## config.mk

```make
export PLATFORM = sky130hd
export DESIGN_NAME = core_tuning_config
export DESIGN_NICKNAME = d
export VERILOG_FILES = /design/src/hw/issue_stall_timer.v /design/src/hw/core_tuning_config.v
export VERILOG_INCLUDE_DIRS = /design/src /design/src/hw
export SDC_FILE = /design/constraint.sdc
export NUM_CORES = 1
export LEC_CHECK = 0
export ABC_CLOCK_PERIOD_IN_PS = 3100
export BUFFER_PORTS_ARGS = -buffer_cell sky130_fd_sc_hd__buf_2
export CORE_UTILIZATION = 35
export CTS_CLUSTER_SIZE = 10
export DETAILED_ROUTE_END_ITERATION = 8
export PLACE_DENSITY = 0.68
export SYNTH_ARGS = -nofsm -noshare
export SYNTH_HDL_FRONTEND = slang
export SYNTH_HIERARCHICAL = 1
export SYNTH_SLANG_ARGS = --single-unit
export TNS_END_PERCENT = 50
```

## constraint.sdc

```tcl
create_clock -name i_sys_clk -period 3.1 [get_ports i_sys_clk]
set_clock_uncertainty 0.2 [all_clocks]
set_input_delay 0.465 -clock i_sys_clk [delete_from_list [all_inputs] [get_ports i_sys_clk]]
set_output_delay 0.465 -clock i_sys_clk [all_outputs]
set_load 0.01 [all_outputs]
```

## src/hw/core_tuning_defines.vh

```
// bit positions, reset values and timing counts of the core tuning register
`ifndef CORE_TUNING_DEFINES_VH
`define CORE_TUNING_DEFINES_VH
`define CTC_ADDR_CONFIG 12'h000
`define CTC_ADDR_STATUS 12'h004
`define CTC_BIT_WAIT_EXIT 31
`define CTC_BIT_FAST_PREF 30
`define CTC_BIT_IMPL_HB 29
`define CTC_BIT_FPR1 28
`define CTC_BIT_STRICT_HB 27
`define CTC_BIT_CP2_IO 26
`define CTC_BIT_LDST_IO 25
`define CTC_BIT_ARITH_IO 24
`define CTC_BIT_BIMODAL 23
`define CTC_BIT_SINGLE_GRAD 22
`define CTC_BIT_STRICT_UNC 21
`define CTC_BIT_CACHE_INIT 18
`define CTC_BIT_FPR0 17
`define CTC_BIT_ALIAS_FREE 16
`define CTC_BIT_PREF_HI 12
`define CTC_BIT_PREF_LO 11
`define CTC_BIT_CP1_IO 6
`define CTC_PREF_RESET 2'h1
`define CTC_WR_MASK 32'h6FE01840
`define CTC_HB_BUBBLE_CYC 4'hB
`define CTC_UNC_BUBBLE_CYC 4'hF
`define CTC_FPR_FULL 2'h0
`define CTC_FPR_HALF 2'h1
`define CTC_FPR_TWO_THIRDS 2'h2
`endif

```

## src/hw/issue_stall_timer.v

```verilog
// down-counter that holds an issue stall for a fixed number of cycles
`timescale 1ns/10ps
`include "core_tuning_defines.vh"
module issue_stall_timer #(
  parameter WIDTH = 4
) (
  input wire i_sys_clk,
  input wire i_rst,
  input wire i_start,
  input wire [WIDTH-1:0] i_cycles,
  output wire o_busy
);
  reg [WIDTH-1:0] count_q;
  reg [WIDTH-1:0] count_d;

  always @* begin
    count_d = count_q;
    if (i_start && count_q == {WIDTH{1'b0}}) begin
      count_d = i_cycles;
    end else if (count_q != {WIDTH{1'b0}}) begin
      count_d = count_q - {{(WIDTH-1){1'b0}}, 1'b1};
    end
  end

  always @(posedge i_sys_clk) begin
    if (i_rst) begin
      count_q <= {WIDTH{1'b0}};
    end else begin
      count_q <= count_d;
    end
  end

  assign o_busy = (count_q != {WIDTH{1'b0}});
endmodule

```

## src/hw/core_tuning_config.v

```verilog
// core tuning configuration register with apb access and pipeline policy outputs
//
// Notes on behaviour
// - wait-exit flag is read-only; 1: masked-eligible interrupt ends wait
// - fast-prefetch clear: hint 31 behaves like hint 30
// - implicit barrier set: interlock system-register producers before reads, di/ei, eret
// - implicit barrier makes kernel register jumps barriers; clear after reset
// - default barrier stalls only if system-register write in flight, 11 clocks, then until the pipe drains
// - coprocessor data in pipeline order unless matching in-order bit set
// - each coprocessor data item carries an age tag
// - separate bits force arithmetic or load/store issue in program order
// - predictor gshare by default, bimodal when select bit set
// - single graduation bit limits retirement to one per cycle
// - strict uncached: in order, 15-cycle bubble between instructions
// - branch delay slot fetched without the uncached bubble
// - cache-init-not-needed field reads zero always
// - fpu clock ratio read-only: 0 full, 1 half, 2 two-thirds
// - alias-free field read-only, set when data cache avoids aliases
// - prefetch field resets 01; 00 none, 01 next line
// - non read-only control fields are read/write
// - prefetch 11 fetches two next lines; 10 reserved
// - other writable control fields reset to zero
//
// The address map and register access over APB were chosen for this implementation.
`timescale 1ns/10ps
`include "core_tuning_defines.vh"
module core_tuning_config #(
  parameter WAIT_EXIT_ON_MASKED_IRQ = 1'b1,
  parameter [1:0] FPU_CLOCK_RATIO = 2'h0,
  parameter DCACHE_ALIAS_FREE = 1'b1,
  parameter AGE_WIDTH = 4
) (
  input wire i_sys_clk,
  input wire i_rst,
  // apb slave
  input wire i_psel,
  input wire i_penable,
  input wire i_pwrite,
  input wire [11:0] i_paddr,
  input wire [31:0] i_pwdata,
  output wire o_pready,
  output reg [31:0] o_prdata,
  output wire o_pslverr,
  // wait and prefetch hints
  input wire i_wait_active,
  input wire i_irq_pending,
  input wire i_global_irq_enable,
  output reg o_wait_exit,
  input wire [4:0] i_pref_hint,
  output reg [4:0] o_pref_hint_eff,
  // hazard handling
  input wire i_issue_valid,
  input wire i_issue_is_barrier,
  input wire i_issue_is_sysreg_consumer,
  input wire i_issue_is_reg_jump,
  input wire i_kernel_mode,
  input wire i_sysreg_write_in_flight,
  input wire i_pipe_empty,
  output wire o_issue_stall,
  // coprocessor data
  input wire i_cp_data_valid,
  input wire i_cp_data_sel,
  input wire [AGE_WIDTH-1:0] i_cp_data_age,
  output reg [AGE_WIDTH-1:0] o_cp_data_age,
  output reg o_cp_data_program_order,
  // policy outputs
  output reg o_arith_issue_in_order,
  output reg o_ldst_issue_in_order,
  output reg o_bimodal_predictor_select,
  output reg [1:0] o_max_graduate,
  // uncached fetch
  input wire i_fetch_valid,
  input wire i_fetch_uncached,
  input wire i_fetch_delay_slot,
  output wire o_fetch_stall,
  // instruction cache prefetch
  input wire i_icache_miss,
  output reg [1:0] o_icache_prefetch_lines
);
  localparam [1:0] HB_IDLE = 2'b00;
  localparam [1:0] HB_BUBBLE = 2'b01;
  localparam [1:0] HB_DRAIN = 2'b10;
  localparam NUM_TIMERS = 2;
  localparam TIMER_WIDTH = 4;

  reg [31:0] cfg_q;
  reg [31:0] live_q;
  reg [31:0] rd_word;
  reg hb_start;
  reg [1:0] hb_state_q;
  reg [1:0] hb_state_d;
  wire hb_busy;
  wire unc_busy;
  wire unc_start;
  wire apb_write;
  wire apb_read_cycle;
  wire [NUM_TIMERS-1:0] timer_start;
  wire [NUM_TIMERS*TIMER_WIDTH-1:0] timer_cycles;
  wire [NUM_TIMERS-1:0] timer_busy;
  genvar t;

  function addr_is_cfg;
    input [11:0] addr;
    begin
      addr_is_cfg = (addr == `CTC_ADDR_CONFIG);
    end
  endfunction

  // read-only and zero positions are fixed at read time, never stored
  function [31:0] ro_fields;
    input dummy;
    begin
      ro_fields = 32'h0;
      ro_fields[`CTC_BIT_WAIT_EXIT] = WAIT_EXIT_ON_MASKED_IRQ;
      ro_fields[`CTC_BIT_CACHE_INIT] = 1'b0;
      ro_fields[`CTC_BIT_FPR1] = FPU_CLOCK_RATIO[1];
      ro_fields[`CTC_BIT_FPR0] = FPU_CLOCK_RATIO[0];
      ro_fields[`CTC_BIT_ALIAS_FREE] = DCACHE_ALIAS_FREE;
    end
  endfunction

  assign apb_write = i_psel && i_penable && i_pwrite;
  assign apb_read_cycle = i_psel && !i_pwrite;
  // zero wait states: every access completes in its first access cycle
  assign o_pready = 1'b1;
  assign o_pslverr = i_psel && i_penable && !addr_is_cfg(i_paddr);

  always @(posedge i_sys_clk) begin
    if (i_rst) begin
      // only the prefetch field leaves reset non-zero
      cfg_q <= 32'h0;
      cfg_q[`CTC_BIT_PREF_HI:`CTC_BIT_PREF_LO] <= `CTC_PREF_RESET;
    end else if (apb_write && addr_is_cfg(i_paddr)) begin
      cfg_q <= i_pwdata & `CTC_WR_MASK;
    end
  end

  // policies used by issue logic track cfg one cycle later, once the write retired
  always @(posedge i_sys_clk) begin
    if (i_rst) begin
      live_q <= 32'h0;
      live_q[`CTC_BIT_PREF_HI:`CTC_BIT_PREF_LO] <= `CTC_PREF_RESET;
    end else begin
      live_q <= cfg_q;
    end
  end

  // unmapped offsets read as zero and raise the error flag instead
  always @* begin
    rd_word = 32'h0;
    if (addr_is_cfg(i_paddr)) begin
      rd_word = cfg_q | ro_fields(1'b0);
    end
  end

  always @(posedge i_sys_clk) begin
    if (i_rst) begin
      o_prdata <= 32'h0;
    end else if (apb_read_cycle && !i_penable) begin
      o_prdata <= rd_word;
    end
  end

  // wait release
  always @(posedge i_sys_clk) begin
    if (i_rst) begin
      o_wait_exit <= 1'b0;
    end else begin
      o_wait_exit <= i_wait_active && i_irq_pending &&
        (i_global_irq_enable || WAIT_EXIT_ON_MASKED_IRQ);
    end
  end

  always @(posedge i_sys_clk) begin
    if (i_rst) begin
      o_pref_hint_eff <= 5'h0;
    end else if (i_pref_hint == 5'h1F && !live_q[`CTC_BIT_FAST_PREF]) begin
      o_pref_hint_eff <= 5'h1E;
    end else begin
      o_pref_hint_eff <= i_pref_hint;
    end
  end

  // barrier decision: an issued barrier-class instruction arms the bubble in strict mode or while a system-register write is in flight
  always @* begin
    hb_start = 1'b0;
    if (i_issue_valid) begin
      if (i_issue_is_barrier) begin
        hb_start = live_q[`CTC_BIT_STRICT_HB] || i_sysreg_write_in_flight;
      end else if (live_q[`CTC_BIT_IMPL_HB] && i_sysreg_write_in_flight &&
                   i_issue_is_sysreg_consumer) begin
        hb_start = 1'b1;
      end else if (live_q[`CTC_BIT_IMPL_HB] && i_kernel_mode &&
                   i_issue_is_reg_jump) begin
        hb_start = 1'b1;
      end
    end
  end

  // a barrier holds issue for the fixed bubble, then until the pipe has drained
  always @(posedge i_sys_clk) begin
    if (i_rst) begin
      hb_state_q <= HB_IDLE;
    end else begin
      hb_state_q <= hb_state_d;
    end
  end

  always @* begin
    hb_state_d = hb_state_q;
    case (hb_state_q)
      HB_IDLE: begin
        if (hb_start) begin
          hb_state_d = HB_BUBBLE;
        end
      end
      HB_BUBBLE: begin
        if (!hb_busy && !hb_start) begin
          hb_state_d = i_pipe_empty ? HB_IDLE : HB_DRAIN;
        end
      end
      HB_DRAIN: begin
        if (hb_start) begin
          hb_state_d = HB_BUBBLE;
        end else if (i_pipe_empty) begin
          hb_state_d = HB_IDLE;
        end
      end
      default: begin
        hb_state_d = HB_IDLE;
      end
    endcase
  end

  // slot 0 is the barrier bubble, slot 1 the strict uncached bubble
  assign unc_start = i_fetch_valid && i_fetch_uncached && !i_fetch_delay_slot &&
                     live_q[`CTC_BIT_STRICT_UNC];
  assign timer_start = {unc_start, hb_start};
  assign timer_cycles = {`CTC_UNC_BUBBLE_CYC, `CTC_HB_BUBBLE_CYC};

  generate
    for (t = 0; t < NUM_TIMERS; t = t + 1) begin : g_stall
      issue_stall_timer #(
        .WIDTH(TIMER_WIDTH)
      ) issue_stall_timer_inst (
        .i_sys_clk(i_sys_clk),
        .i_rst(i_rst),
        .i_start(timer_start[t]),
        .i_cycles(timer_cycles[t*TIMER_WIDTH +: TIMER_WIDTH]),
        .o_busy(timer_busy[t])
      );
    end
  endgenerate

  assign hb_busy = timer_busy[0];
  assign unc_busy = timer_busy[1];

  // stall stays on through the bubble and any later drain wait
  assign o_issue_stall = hb_busy || (hb_state_q != HB_IDLE && !i_pipe_empty);

  assign o_fetch_stall = unc_busy && !i_fetch_delay_slot;

  // coprocessor data: age tag always forwarded
  always @(posedge i_sys_clk) begin
    if (i_rst) begin
      o_cp_data_age <= {AGE_WIDTH{1'b0}};
      o_cp_data_program_order <= 1'b0;
    end else if (i_cp_data_valid) begin
      o_cp_data_age <= i_cp_data_age;
      o_cp_data_program_order <= i_cp_data_sel ? live_q[`CTC_BIT_CP2_IO] :
        live_q[`CTC_BIT_CP1_IO];
    end
  end

  always @(posedge i_sys_clk) begin
    if (i_rst) begin
      o_arith_issue_in_order <= 1'b0;
      o_ldst_issue_in_order <= 1'b0;
      o_bimodal_predictor_select <= 1'b0;
      o_max_graduate <= 2'h2;
    end else begin
      o_arith_issue_in_order <= live_q[`CTC_BIT_ARITH_IO];
      o_ldst_issue_in_order <= live_q[`CTC_BIT_LDST_IO];
      o_bimodal_predictor_select <= live_q[`CTC_BIT_BIMODAL];
      o_max_graduate <= live_q[`CTC_BIT_SINGLE_GRAD] ? 2'h1 : 2'h2;
    end
  end

  // reserved code 10 is treated as no extra prefetch
  always @(posedge i_sys_clk) begin
    if (i_rst) begin
      o_icache_prefetch_lines <= 2'h0;
    end else if (i_icache_miss) begin
      case (live_q[`CTC_BIT_PREF_HI:`CTC_BIT_PREF_LO])
        2'h0: o_icache_prefetch_lines <= 2'h0;
        2'h1: o_icache_prefetch_lines <= 2'h1;
        2'h3: o_icache_prefetch_lines <= 2'h2;
        default: o_icache_prefetch_lines <= 2'h0;
      endcase
    end else begin
      o_icache_prefetch_lines <= 2'h0;
    end
  end
endmodule

```

-- Yosys cells after proc, flatten, opt, wreduce, memory -nomap -nowiden
Cells that the tools add are included.
- reduce and logical (&&, ||, !) cells: 43
- add/sub/neg operators: 2
- bitwise logic cells: 1
- muxes and demuxes: 19
- equality and inequality tests: 8
- operators with widths (kind ; count):
    $mux 32 ; 1
    $logic_and 1x1->1 ; 20
    $mux 4 ; 4
    $logic_not 12->1 ; 1
    $mux 2 ; 6
    $logic_not 1->1 ; 8
    $logic_not 4->1 ; 2
    $reduce_bool 4->1 ; 2
    $sub 4x1->4 const B ; 2
    $pmux 2 s3 ; 1
    $reduce_bool 2->1 ; 3
    $reduce_or 2->1 ; 3
    $eq 5x5->1 const B ; 1
    $mux 1 ; 5
    $mux 5 ; 1
    $eq 2x1->1 const B ; 2
    $eq 2x2->1 const B ; 2
    $pmux 2 s2 ; 1
    $ne 3x2->1 const B ; 1
    $reduce_and 3->1 ; 1
    $logic_not 2->1 ; 1
    $logic_or 1x1->1 ; 2
    $ne 2x1->1 const B ; 1
    $ne 2x2->1 const B ; 1
    $not 1->1 ; 1
- logic and storage cells: 90
- output and inout port bits: 54
- input bits: 74
- flip-flop bits (word level): 84

-- Longest topological paths before layout
Gate-level depths: netlist of the first run.
- depth after elaboration: 10
- gate-level depth with buffers: 7
- gate-level depth less buffers: 6

-- Modules after synthesis
Netlist of the first run, hierarchy kept.
- by module, submodules not included (module ; area each (um^2) ; cells an instance ; times used):
    core_tuning_config ; 2197.1 ; 196 ; 1
    issue_stall_timer ; 239.0 ; 25 ; 2

-- Least setup slack after synthesis of the first run
OpenSTA, ideal clock, no wires.
- path type: flip-flop to output port
- start: register g_stall[0].issue_stall_timer_inst.count_q[0]
- end: output o_issue_stall
- setup slack: 1.209 ns
- cell stages (with the launch flop): 6
- required time: 2.435 ns
- arrival: 1.226 ns
- path buffers: 1
- path through: dfxtp_1 > inv_1 > ha_1 > or3b_1 > buf_6 > o21bai_1
- word-level cells in the longest chain between the ends: 2
- RTL lines (element ; line ; source):
    from (decl) ; issue_stall_timer.v:13 ; reg [WIDTH-1:0] count_q;
    from (signal assigned) ; issue_stall_timer.v:27 ; count_q <= {WIDTH{1'b0}};
    from (signal assigned) ; issue_stall_timer.v:29 ; count_q <= count_d;
    $reduce_bool 4->1 ; issue_stall_timer.v:33 ; assign o_busy = (count_q != {WIDTH{1'b0}});
    named net hb_busy ; core_tuning_config.v:92 ; wire hb_busy;
    $logic_or 1x1->1 ; core_tuning_config.v:259 ; assign o_issue_stall = hb_busy || (hb_state_q != HB_IDLE && !i_pipe_empty);
    to (decl) ; core_tuning_config.v:59 ; output wire o_issue_stall,
The timed path passes the listed nets, and every way through them passes these cells.

-- Worst setup path in the final report of the first run
Ends and elaborated chain as after synthesis.

==> flow_metrics.py, run 1 <==
metrics = {
    "cts": {
        "cts_root_buffer": "clkbuf_8",
        "cts_resized": 0,
        "clockBufferDepth": 2,
        "numClockSinks": 65,
        "clkLatencyLatePin_ns": 0.33,
        "ctsHoldBuffers": 0,
        "postCtsSetupBuffers": 0,
        "clk_pin_slew_worst_paths_ns": 0.07,
        "htreeDepth": 3,
        "cts_buffers": 9,
        "tritoncts": "yes",
    },
    "cells_and_area": {
        "synthToLayoutAreaGrowth_pct": 23.85,
        "diodes": 0,
        "drive_gt1_share_pct": 36.02,
        "final_common_cell": "buf_2",
        "final_cell_mix": "buf_2 (87), dfxtp_1 (65), nor2b_1 (34)",
        "nets": 420,
        "fin_cells": 446,
    },
    "route": {
        "drc_errors": 0,
        "dr.pass1.iters": 4,
        "avgViaCountPerCell": 4.419,
        "vias": 1971,
        "wire_per_inst_um": 11.64,
        "first_iter_violations": 62,
        "ant_nets": 0,
        "postRouteWirelength_mm": 5.192,
    },
    "synthesis": {
        "synth.avg_cell_area_sq_um": 10.87,
        "synth_seq_cells": 65,
        "yosysWarnings": 6,
        "synth_edf_count": 0,
        "yosysSeqAreaShare_pct": 48.64,
        "synth_ff_type": "dfxtp_1",
        "syn_area_sq_um": 2675,
        "yosysTopAreaCellShare_pct": 48.64,
        "synthTopCellsByArea": "dfxtp_1 (49%), nor2b_1 (8.0%), buf_4 (5.6%)",
        "synth.distinct_cells": 42,
        "syn_inst": 246,
        "synth_top_area_cell": "dfxtp_1",
        "async_reset_ff_share_pct": 0,
    },
    "floorplan": {
        "std_cell_rows": 31,
        "die_h_um": 89.43,
        "start_util_pct": 36.49,
        "pin_count": 128,
        "die_area_sq_um": 7997,
        "die_w_um": 89.43,
        "core_sq_um": 7331,
    },
    "sta": {
        "max_clock_freq_ghz": 0.4029,
        "min_period_over_period_pct": 80.07,
        "rsz0062_at_grt": "false",
        "fin_crit_ns": 2.482,
        "finalSetupTns_ns": 0,
        "finalSetupViolCount": 0,
        "hold_viol_final": 0,
        "tightest_slew_ns": 0.5702,
        "final-max-slew-violation-count": 0,
        "maxSlewHeadroom_pct": 61.90,
    },
    "power_and_ir_drop": {
        "switching_share_pct": 29.35,
        "clkPwrFrac_pct": 31.9,
        "p_per_area_nw_per_um2": 600.0,
        "p_int_mw": 1.404,
        "peakVddDrop_mv": 0.3140,
        "sequentialPowerShare_pct": 47.6,
        "leakagePower_nw": 1.574,
        "p_sw_mw": 0.5835,
        "pwr-share-comb_pct": 20.5,
    },
    "global_routing": {
        "grt_pass1_wl_mm": 8.328,
        "antenna_found_initial": 0,
        "grt-ovfl-total": 0,
        "grt_max_degree": 40,
        "grt_usage_pct": 13.86,
        "grt_pass1_vias": 1815,
    },
    "critical_path": {
        "arrival_ns": 1.82,
        "critPathRequiredTime_ns": 2.43,
        "cp_max_fo": 9,
        "end_kind": "primary output",
        "worstSetupStartpointType": "flip-flop",
        "crit_type": "flip-flop to primary output",
    },
    "placement": {
        "dp_hpwl_mm": 3.797,
        "gp_congestion": 0.7448,
        "dp.cells": 430,
        "io_buffers": 87,
    },
    "flow_run": {
        "cap_violations": 0,
    },
    "status": {
        "outcome": "finished clean",
    },
    "min_path": {
        "worstHoldPathType": "primary input to flip-flop",
    },
}
-- registers in the layout (all words and copies together) (netlist names) --
register                                cells
o_icache_prefetch_lines                     2
cfg_q                                      12
o_prdata                                   13
g_stall.issue_stall_timer_inst/count_q      8
hb_state_q                                  2
live_q                                     12
o_max_graduate                              2
o_pref_hint_eff                             5
o_cp_data_program_order                     1
o_bimodal_predictor_select                  1
o_arith_issue_in_order                      1
o_ldst_issue_in_order                       1
o_wait_exit                                 1
o_cp_data_age                               4
-- cells by family after synthesis --
group / count (synthesis) / synth area share (%)
compound gates: 36 / 10.34
flops: 65 / 48.64
fa+ha+maj: 4 / 1.871
xor+xnor: 2 / 0.6549
other cells: 2 / 0.2807
buf+inv: 37 / 8.980
simple gates: 83 / 21.09
mux: 17 / 8.138
-- path summary, 6_finish.rpt --
kind | from | slack [ns] | end | cells past startpoint
max | g_stall[0].issue_stall_timer_inst/count_q[0] | 0.62 | o_issue_stall | 5
min | i_irq_pending | 0.15 | o_wait_exit | 3
max reg2reg | g_stall[0].issue_stall_timer_inst/count_q[0] | 1.24 | hb_state_q[1] | 6
min reg2reg | live_q[12] | 0.21 | o_icache_prefetch_lines[0] | 1
-- Yosys cell counts, types with 2 or more instances --
cell type,instances
a211oi_1,11
a21oi_1,3
a22o_1,13
a31oi_1,2
and2b_2,2
and3_1,2
and4b_1,2
and4b_2,2
buf_2,3
buf_4,20
buf_6,3
clkbuf_1,4
conb_1,2
dfxtp_1,65
ha_1,4
inv_1,6
mux2_2,2
mux2_4,9
mux2i_1,6
nand2_1,4
nand4_1,2
nor2_1,13
nor2b_1,34
nor3_1,6
nor3b_1,3
nor4_1,2
nor4_4,3
o21a_1,2
or3b_1,2
xnor2_1,2
-- routing by layer --
metal	part of all wire [%]	track usage [%]
met5	0	0
met4	0.15	3.463
met3	6.9	6.002
met2	49	23.18
met1	44	16.37
-- critical path, cell delays in order (launching register included) --
cell and delay [ns]:
dfxtp_1 0.35, inv_1 0.09, ha_1 0.18, or3b_1 0.51, o21bai_1 0.22, buf_2 0.14
-- per-stage QoR --
stage	hold slack (ns)	worst slack, ns	power, mW	util (%)	area (sq um)
after floorplan	0.1904	1.209	1.315	-	2776
after CTS	0.1299	0.5984	2.021	45.20	3313
after detailed placement	0.2038	0.8021	1.375	42.74	3133
after global placement	0.2019	0.8108	1.359	42.74	3133
after global routing	0.1331	0.4931	2.132	45.20	3313
final	0.1462	0.6177	1.988	45.20	3313
-- cell type report --
type,instances,area [sq um]
inverters,6,22.52
multi-input cells,171,1235
fillers,698,4018
repair buffers,89,450.4
flip-flops and latches,65,1301
clock inverters,6,42.54
well taps,99,123.9
clock buffers,10,137.6
-- power groups by stage --
stage,Sequential [mW],Clock (mW),Combinational (mW)
final,0.947,0.635,0.407
after global routing,0.959,0.701,0.473
after CTS,0.947,0.663,0.410
after detailed placement,0.966,0,0.409
after global placement,0.963,0,0.397
after floorplan,0.958,0,0.357
(Power assumes the default switching activity.)
==> run 2, diff against run 1 <==
- ABC_CLOCK_PERIOD_IN_PS: 3100 -> 2500
- clock period: 3.1 -> 2.5 ns (I/O delays scaled with it)
==> flow_metrics.py, run 2 (synthesis results as in run 1) <==
metrics = {
    "status": {
        "outcome": "finished clean",
    },
    "critical_path": {
        "critPathBufInv": 2,
        "critPathTopFamily": "simple AND/OR/NAND/NOR gates",
        "arrival_ns": 1.79,
        "worstReg2RegStart": "g_stall[0].issue_stall_timer_inst/count_q[0]",
        "critPathRequiredTime_ns": 1.92,
        "end_kind": "primary output",
        "slowest_stage": "or3b_1",
        "crit_start": "g_stall[0].issue_stall_timer_inst/count_q[0]",
        "max_stage_delay_ns": 0.50,
        "worstPathCellList": "inv_1 -> ha_1 -> or3b_1 -> o21bai_1 -> buf_2",
        "worstSetupStartpointType": "flip-flop",
        "cp_max_fo": 9,
        "crit_type": "flip-flop to primary output",
    },
    "placement": {
        "dp_hpwl_mm": 3.884,
        "io_buffers": 87,
        "post_dp_cell_area_sq_um": 3141,
        "dp.cells": 431,
        "gp_congestion": 0.7737,
        "pre_cts_ws_ns": 0.4882,
    },
    "cts": {
        "cts_resized": 0,
        "tritoncts": "yes",
        "clockBufferDepth": 2,
        "numClockSinks": 65,
        "postCtsSetupBuffers": 0,
        "ctsHoldBuffers": 0,
        "cts_buffers": 9,
        "cts_root_buffer": "clkbuf_8",
        "clkLatencyLatePin_ns": 0.33,
        "clk_pin_slew_worst_paths_ns": 0.07,
        "htreeDepth": 3,
    },
    "cells_and_area": {
        "final_core_util_pct": 46.08,
        "final_common_cell": "buf_2",
        "design_area_sq_um": 3378,
        "largest_register_ffs": 13,
        "synthToLayoutAreaGrowth_pct": 26.29,
        "diodes": 0,
        "largest-register": "o_prdata",
        "drive_gt1_share_pct": 36.21,
        "reg_top3": "o_prdata: 13 flops, cfg_q: 12 flops, live_q: 12 flops",
        "final_cell_mix": "buf_2 (87), dfxtp_1 (65), nor2b_1 (34)",
        "n_fill_cell": 733,
        "nets": 421,
        "fin_cells": 447,
    },
    "global_routing": {
        "grt_pass1_vias": 1919,
        "grt-ovfl-total": 0,
        "grt_pass1_wl_mm": 8.652,
        "antenna_found_initial": 0,
        "grt_max_degree": 29,
        "grt_usage_pct": 14.32,
    },
    "floorplan": {
        "die_w_um": 89.43,
        "start_util_pct": 36.49,
        "core_sq_um": 7331,
        "die_area_sq_um": 7997,
        "pin_count": 128,
        "die_h_um": 89.43,
        "std_cell_rows": 31,
    },
    "sta": {
        "max_clock_freq_ghz": 0.4224,
        "min_period_over_period_pct": 94.69,
        "rsz0062_at_grt": "false",
        "tightest_slew_ns": 0.9368,
        "hold_ws_ns": 0.05168,
        "finalSetupViolCount": 0,
        "final-max-slew-violation-count": 0,
        "layout_setup_ws_ns": 0.1327,
        "maxSlewHeadroom_pct": 37.32,
        "hold_viol_final": 0,
        "fin_crit_ns": 2.367,
        "finalSetupTns_ns": 0,
    },
    "min_path": {
        "hp-start": "i_irq_pending",
        "worstHoldPathType": "primary input to flip-flop",
    },
    "power_and_ir_drop": {
        "p_per_area_nw_per_um2": 803.5,
        "power_mw": 2.714,
        "peakVddDrop_mv": 0.4038,
        "leakagePower_nw": 1.609,
    },
    "route": {
        "vias": 1995,
        "postRouteWirelength_mm": 5.292,
        "drc_errors": 0,
        "ant_nets": 0,
        "first_iter_violations": 47,
        "dr.pass1.iters": 4,
        "wire_per_inst_um": 11.84,
        "avgViaCountPerCell": 4.463,
    },
    "flow_run": {
        "cap_violations": 0,
    },
}
-- run 2: changes by cell type in the layout (fill, tap and decap cells not counted) --
cell,previous run,this run
clkinv_4,1,2
buf_4,2,3
clkinvlp_4,2,0
clkbuf_8,10,11
bufinv_16,0,2
clkinv_2,2,0
-- run 2: final cells by class --
cell class              count  area [sq um]  area share, %
clock buffers              11         151.4          4.481
clock inverters             5         86.33          2.556
inverters                   6         22.52         0.6667
multi-input cells         171          1235          36.56
flip-flops and latches     65          1301          38.52
well taps                  99         123.9          3.667
repair buffers             90         457.9          13.56
-- run 2: worst register-to-register path, cell delays in order (launching register included) --
cell and delay, ns:
dfxtp_1 0.34, inv_1 0.09, ha_1 0.18, or3b_1 0.50, nor3b_1 0.22, o21ai_0 0.12, a31oi_1 0.14
-- run 2: per-layer routing --
layer	track usage, %	up-vias	share of wire [%]
met5	0	-	0
met3	6.094	4	6.4
met1	16.14	933	42
met2	24.71	56	51
li1	-	1002	-
met4	4.185	0	0.60
-- run 2: final timing paths --
path	slack, ns	cells past startpoint	endpoint
setup / recovery	0.13	5	o_issue_stall
hold / removal	0.05	3	o_wait_exit
setup reg to reg	0.64	6	hb_state_q[1]
hold reg to reg	0.22	1	o_icache_prefetch_lines[0]
-- run 2: where the power goes --
part | switching (mW) | total [mW] | leakage (nW) | internal, mW
clock network | 0.403 | 1.03 | 0.120 | 0.623
registers | 0.0654 | 1.17 | 0.529 | 1.11
logic | 0.266 | 0.514 | 0.960 | 0.248
total | 0.735 | 2.71 | 1.61 | 1.98
==> run 3, diff against run 2 <==
- PLACE_DENSITY: 0.68 -> unset
- SYNTH_HIERARCHICAL: 1 -> unset
==> flow_metrics.py, run 3 <==
metrics = {
    "route": {
        "vias": 1885,
        "first_iter_violations": 35,
        "dr.pass1.iters": 4,
        "avgViaCountPerCell": 4.446,
        "postRouteWirelength_mm": 4.757,
        "drc_errors": 0,
        "ant_nets": 0,
        "wire_per_inst_um": 11.22,
    },
    "global_routing": {
        "antenna_found_initial": 0,
        "grt_usage_pct": 13.53,
        "grt_pass1_wl_mm": 7.769,
        "grt_max_degree": 44,
        "grt_pass1_vias": 1704,
        "grt-ovfl-total": 0,
    },
    "cts": {
        "clockBufferDepth": 2,
        "cts_root_buffer": "clkbuf_8",
        "clk_pin_slew_worst_paths_ns": 0.07,
        "cts_buffers": 9,
        "htreeDepth": 3,
        "cts_resized": 0,
        "clkLatencyLatePin_ns": 0.33,
        "numClockSinks": 65,
        "tritoncts": "yes",
    },
    "placement": {
        "dp_hpwl_mm": 3.415,
        "gp_congestion": 0.7087,
        "io_buffers": 87,
        "post_dp_cell_area_sq_um": 2990,
    },
    "floorplan": {
        "start_util_pct": 36.85,
        "die_w_um": 87.50,
        "core_sq_um": 6944,
        "die_h_um": 87.50,
        "pin_count": 128,
        "die_area_sq_um": 7656,
        "std_cell_rows": 30,
    },
    "sta": {
        "min_period_over_period_pct": 83.32,
        "hold_viol_final": 0,
        "fin_crit_ns": 2.083,
        "final-max-slew-violation-count": 0,
        "maxSlewHeadroom_pct": 35.71,
        "rsz0062_at_grt": "false",
        "finalSetupTns_ns": 0,
        "finalSetupViolCount": 0,
        "tightest_slew_ns": 0.9608,
        "max_clock_freq_ghz": 0.4801,
    },
    "synthesis": {
        "syn_inst": 236,
        "yosysTopAreaCellShare_pct": 50.86,
        "synth_ff_type": "dfxtp_1",
        "yosysSeqAreaShare_pct": 50.86,
        "async_reset_ff_share_pct": 0,
        "synth_top_area_cell": "dfxtp_1",
        "synth_common_cells": "dfxtp_1 (65), nor2b_1 (32), buf_4 (20), nor2_1 (17), a22o_1 (12)",
        "synth_seq_cells": 65,
        "synth_edf_count": 0,
        "yosysWarnings": 0,
        "yosysMostFrequentCell": "dfxtp_1",
        "synth.distinct_cells": 41,
        "synthTopCellsByArea": "dfxtp_1 (51%), nor2b_1 (7.8%), buf_4 (5.9%)",
        "syn_area_sq_um": 2559,
        "synth.avg_cell_area_sq_um": 10.84,
    },
    "critical_path": {
        "slowest_stage": "dfxtp_1",
        "max_stage_delay_ns": 0.34,
        "end_kind": "primary output",
        "worstPathCellList": "inv_1 -> ha_1 -> nor3b_1 -> o21ai_0 -> buf_2",
        "critPathBufInv": 2,
        "crit_type": "flip-flop to primary output",
        "critPathRequiredTime_ns": 1.92,
        "cp_max_fo": 5,
        "worstSetupStartpointType": "flip-flop",
        "arrival_ns": 1.51,
        "critPathTopFamily": "flip-flops",
    },
    "cells_and_area": {
        "largest_register_ffs": 13,
        "largest-register": "o_prdata",
        "diodes": 0,
        "nets": 399,
        "reg_top3": "o_prdata: 13 flops, cfg_q: 12 flops, live_q: 12 flops",
        "final_cell_mix": "buf_2 (87), dfxtp_1 (65), nor2b_1 (32)",
        "design_area_sq_um": 3216,
        "final_common_cell": "buf_2",
        "n_fill_cell": 690,
        "synthToLayoutAreaGrowth_pct": 25.67,
        "drive_gt1_share_pct": 36.89,
    },
    "status": {
        "outcome": "finished clean",
    },
    "flow_run": {
        "cap_violations": 0,
    },
    "power_and_ir_drop": {
        "leakagePower_nw": 1.510,
        "peakVddDrop_mv": 0.2488,
        "p_per_area_nw_per_um2": 794.5,
    },
    "min_path": {
        "worstHoldPathType": "primary input to flip-flop",
    },
}
run 3: cell count changes after synthesis, sizes merged, moves of 2 or more:
cell    before  now
nor3b        3    5
nor2b       34   32
and2b        2    0
ha           4    2
and4b        4    2
nor3         6    4
a211oi      11    3
o31a         0    2
nor2        13   17
o21a         2    0
run 3: power breakdown:
part / internal, mW / leakage [nW] / switching, mW
registers: 1.11 / 0.528 / 0.0545
clock network: 0.540 / 0.105 / 0.383
logic: 0.228 / 0.877 / 0.242
run 3: area by class of cell:
class / instances / area (sq um) / share of cell area (%)
sequential: 65 / 1301 / 40.47
multi-input combinational: 151 / 1096 / 34.09
timing repair buffer: 90 / 460.4 / 14.32
clock buffer: 12 / 165.2 / 5.136
tap: 96 / 120.1 / 3.735
clock inverter: 4 / 50.05 / 1.556
inverter: 6 / 22.52 / 0.7004
run 3: cells by family (layout without fill, tap and decap cells):
group / Yosys count / after routing / share of synthesized area [%]
compound gates: 30 / 30 / 8.998
buf+inv: 37 / 112 / 8.801
xor+xnor: 2 / 2 / 0.6847
simple gates: 80 / 80 / 20.49
mux: 18 / 18 / 8.900
other cells: 2 / 19 / 0.2935
flops: 65 / 65 / 50.86
fa+ha+maj: 2 / 2 / 0.9778
run 3: tightest hold or removal path, stage by stage:
cell and delay [ns]:
buf_2 0.09, nand2_1 0.05, nor2_1 0.03
run 3: path summary, 6_finish.rpt:
| path | slack (ns) | start | depth (start not counted) | endpoint |
|---|---|---|---|---|
| max | 0.42 | g_stall[0].issue_stall_timer_inst.count_q[0] | 5 | o_issue_stall |
| min | 0.05 | i_irq_pending | 3 | o_wait_exit |
| max reg2reg | 0.83 | g_stall[0].issue_stall_timer_inst.count_q[0] | 4 | g_stall[0].issue_stall_timer_inst.count_q[0] |
| min reg2reg | 0.21 | live_q[12] | 1 | o_icache_prefetch_lines[0] |
run 3: through the flow:
stage	power, mW	util, %	setup WS [ns]	std cells	hold WS, ns
6_report	2.555	46.31	0.4170	424	0.05460
5_1_grt	2.714	46.31	0.2612	424	0.03951
4_1_cts	2.593	46.31	0.3955	424	0.03018
3_5_place_dp	1.660	43.06	0.5683	407	0.2136
3_3_place_gp	1.645	43.06	0.5523	407	0.2074
2_1_floorplan	1.550	-	0.8392	253	0.1904
run 3: metal layers:
layer | share of wire, % | GRT usage [%]
met5 | 0 | 0
met2 | 47 | 21.16
met4 | 1.2 | 6.706
met1 | 44 | 16.05
met3 | 7.8 | 5.592
run 3: timing repair:
item                       in CTS  in global routing
hold endpoints to repair        1                  0
setup buffers                   0                  0
hold buffers                    1                  0
setup endpoints to repair       0                  0
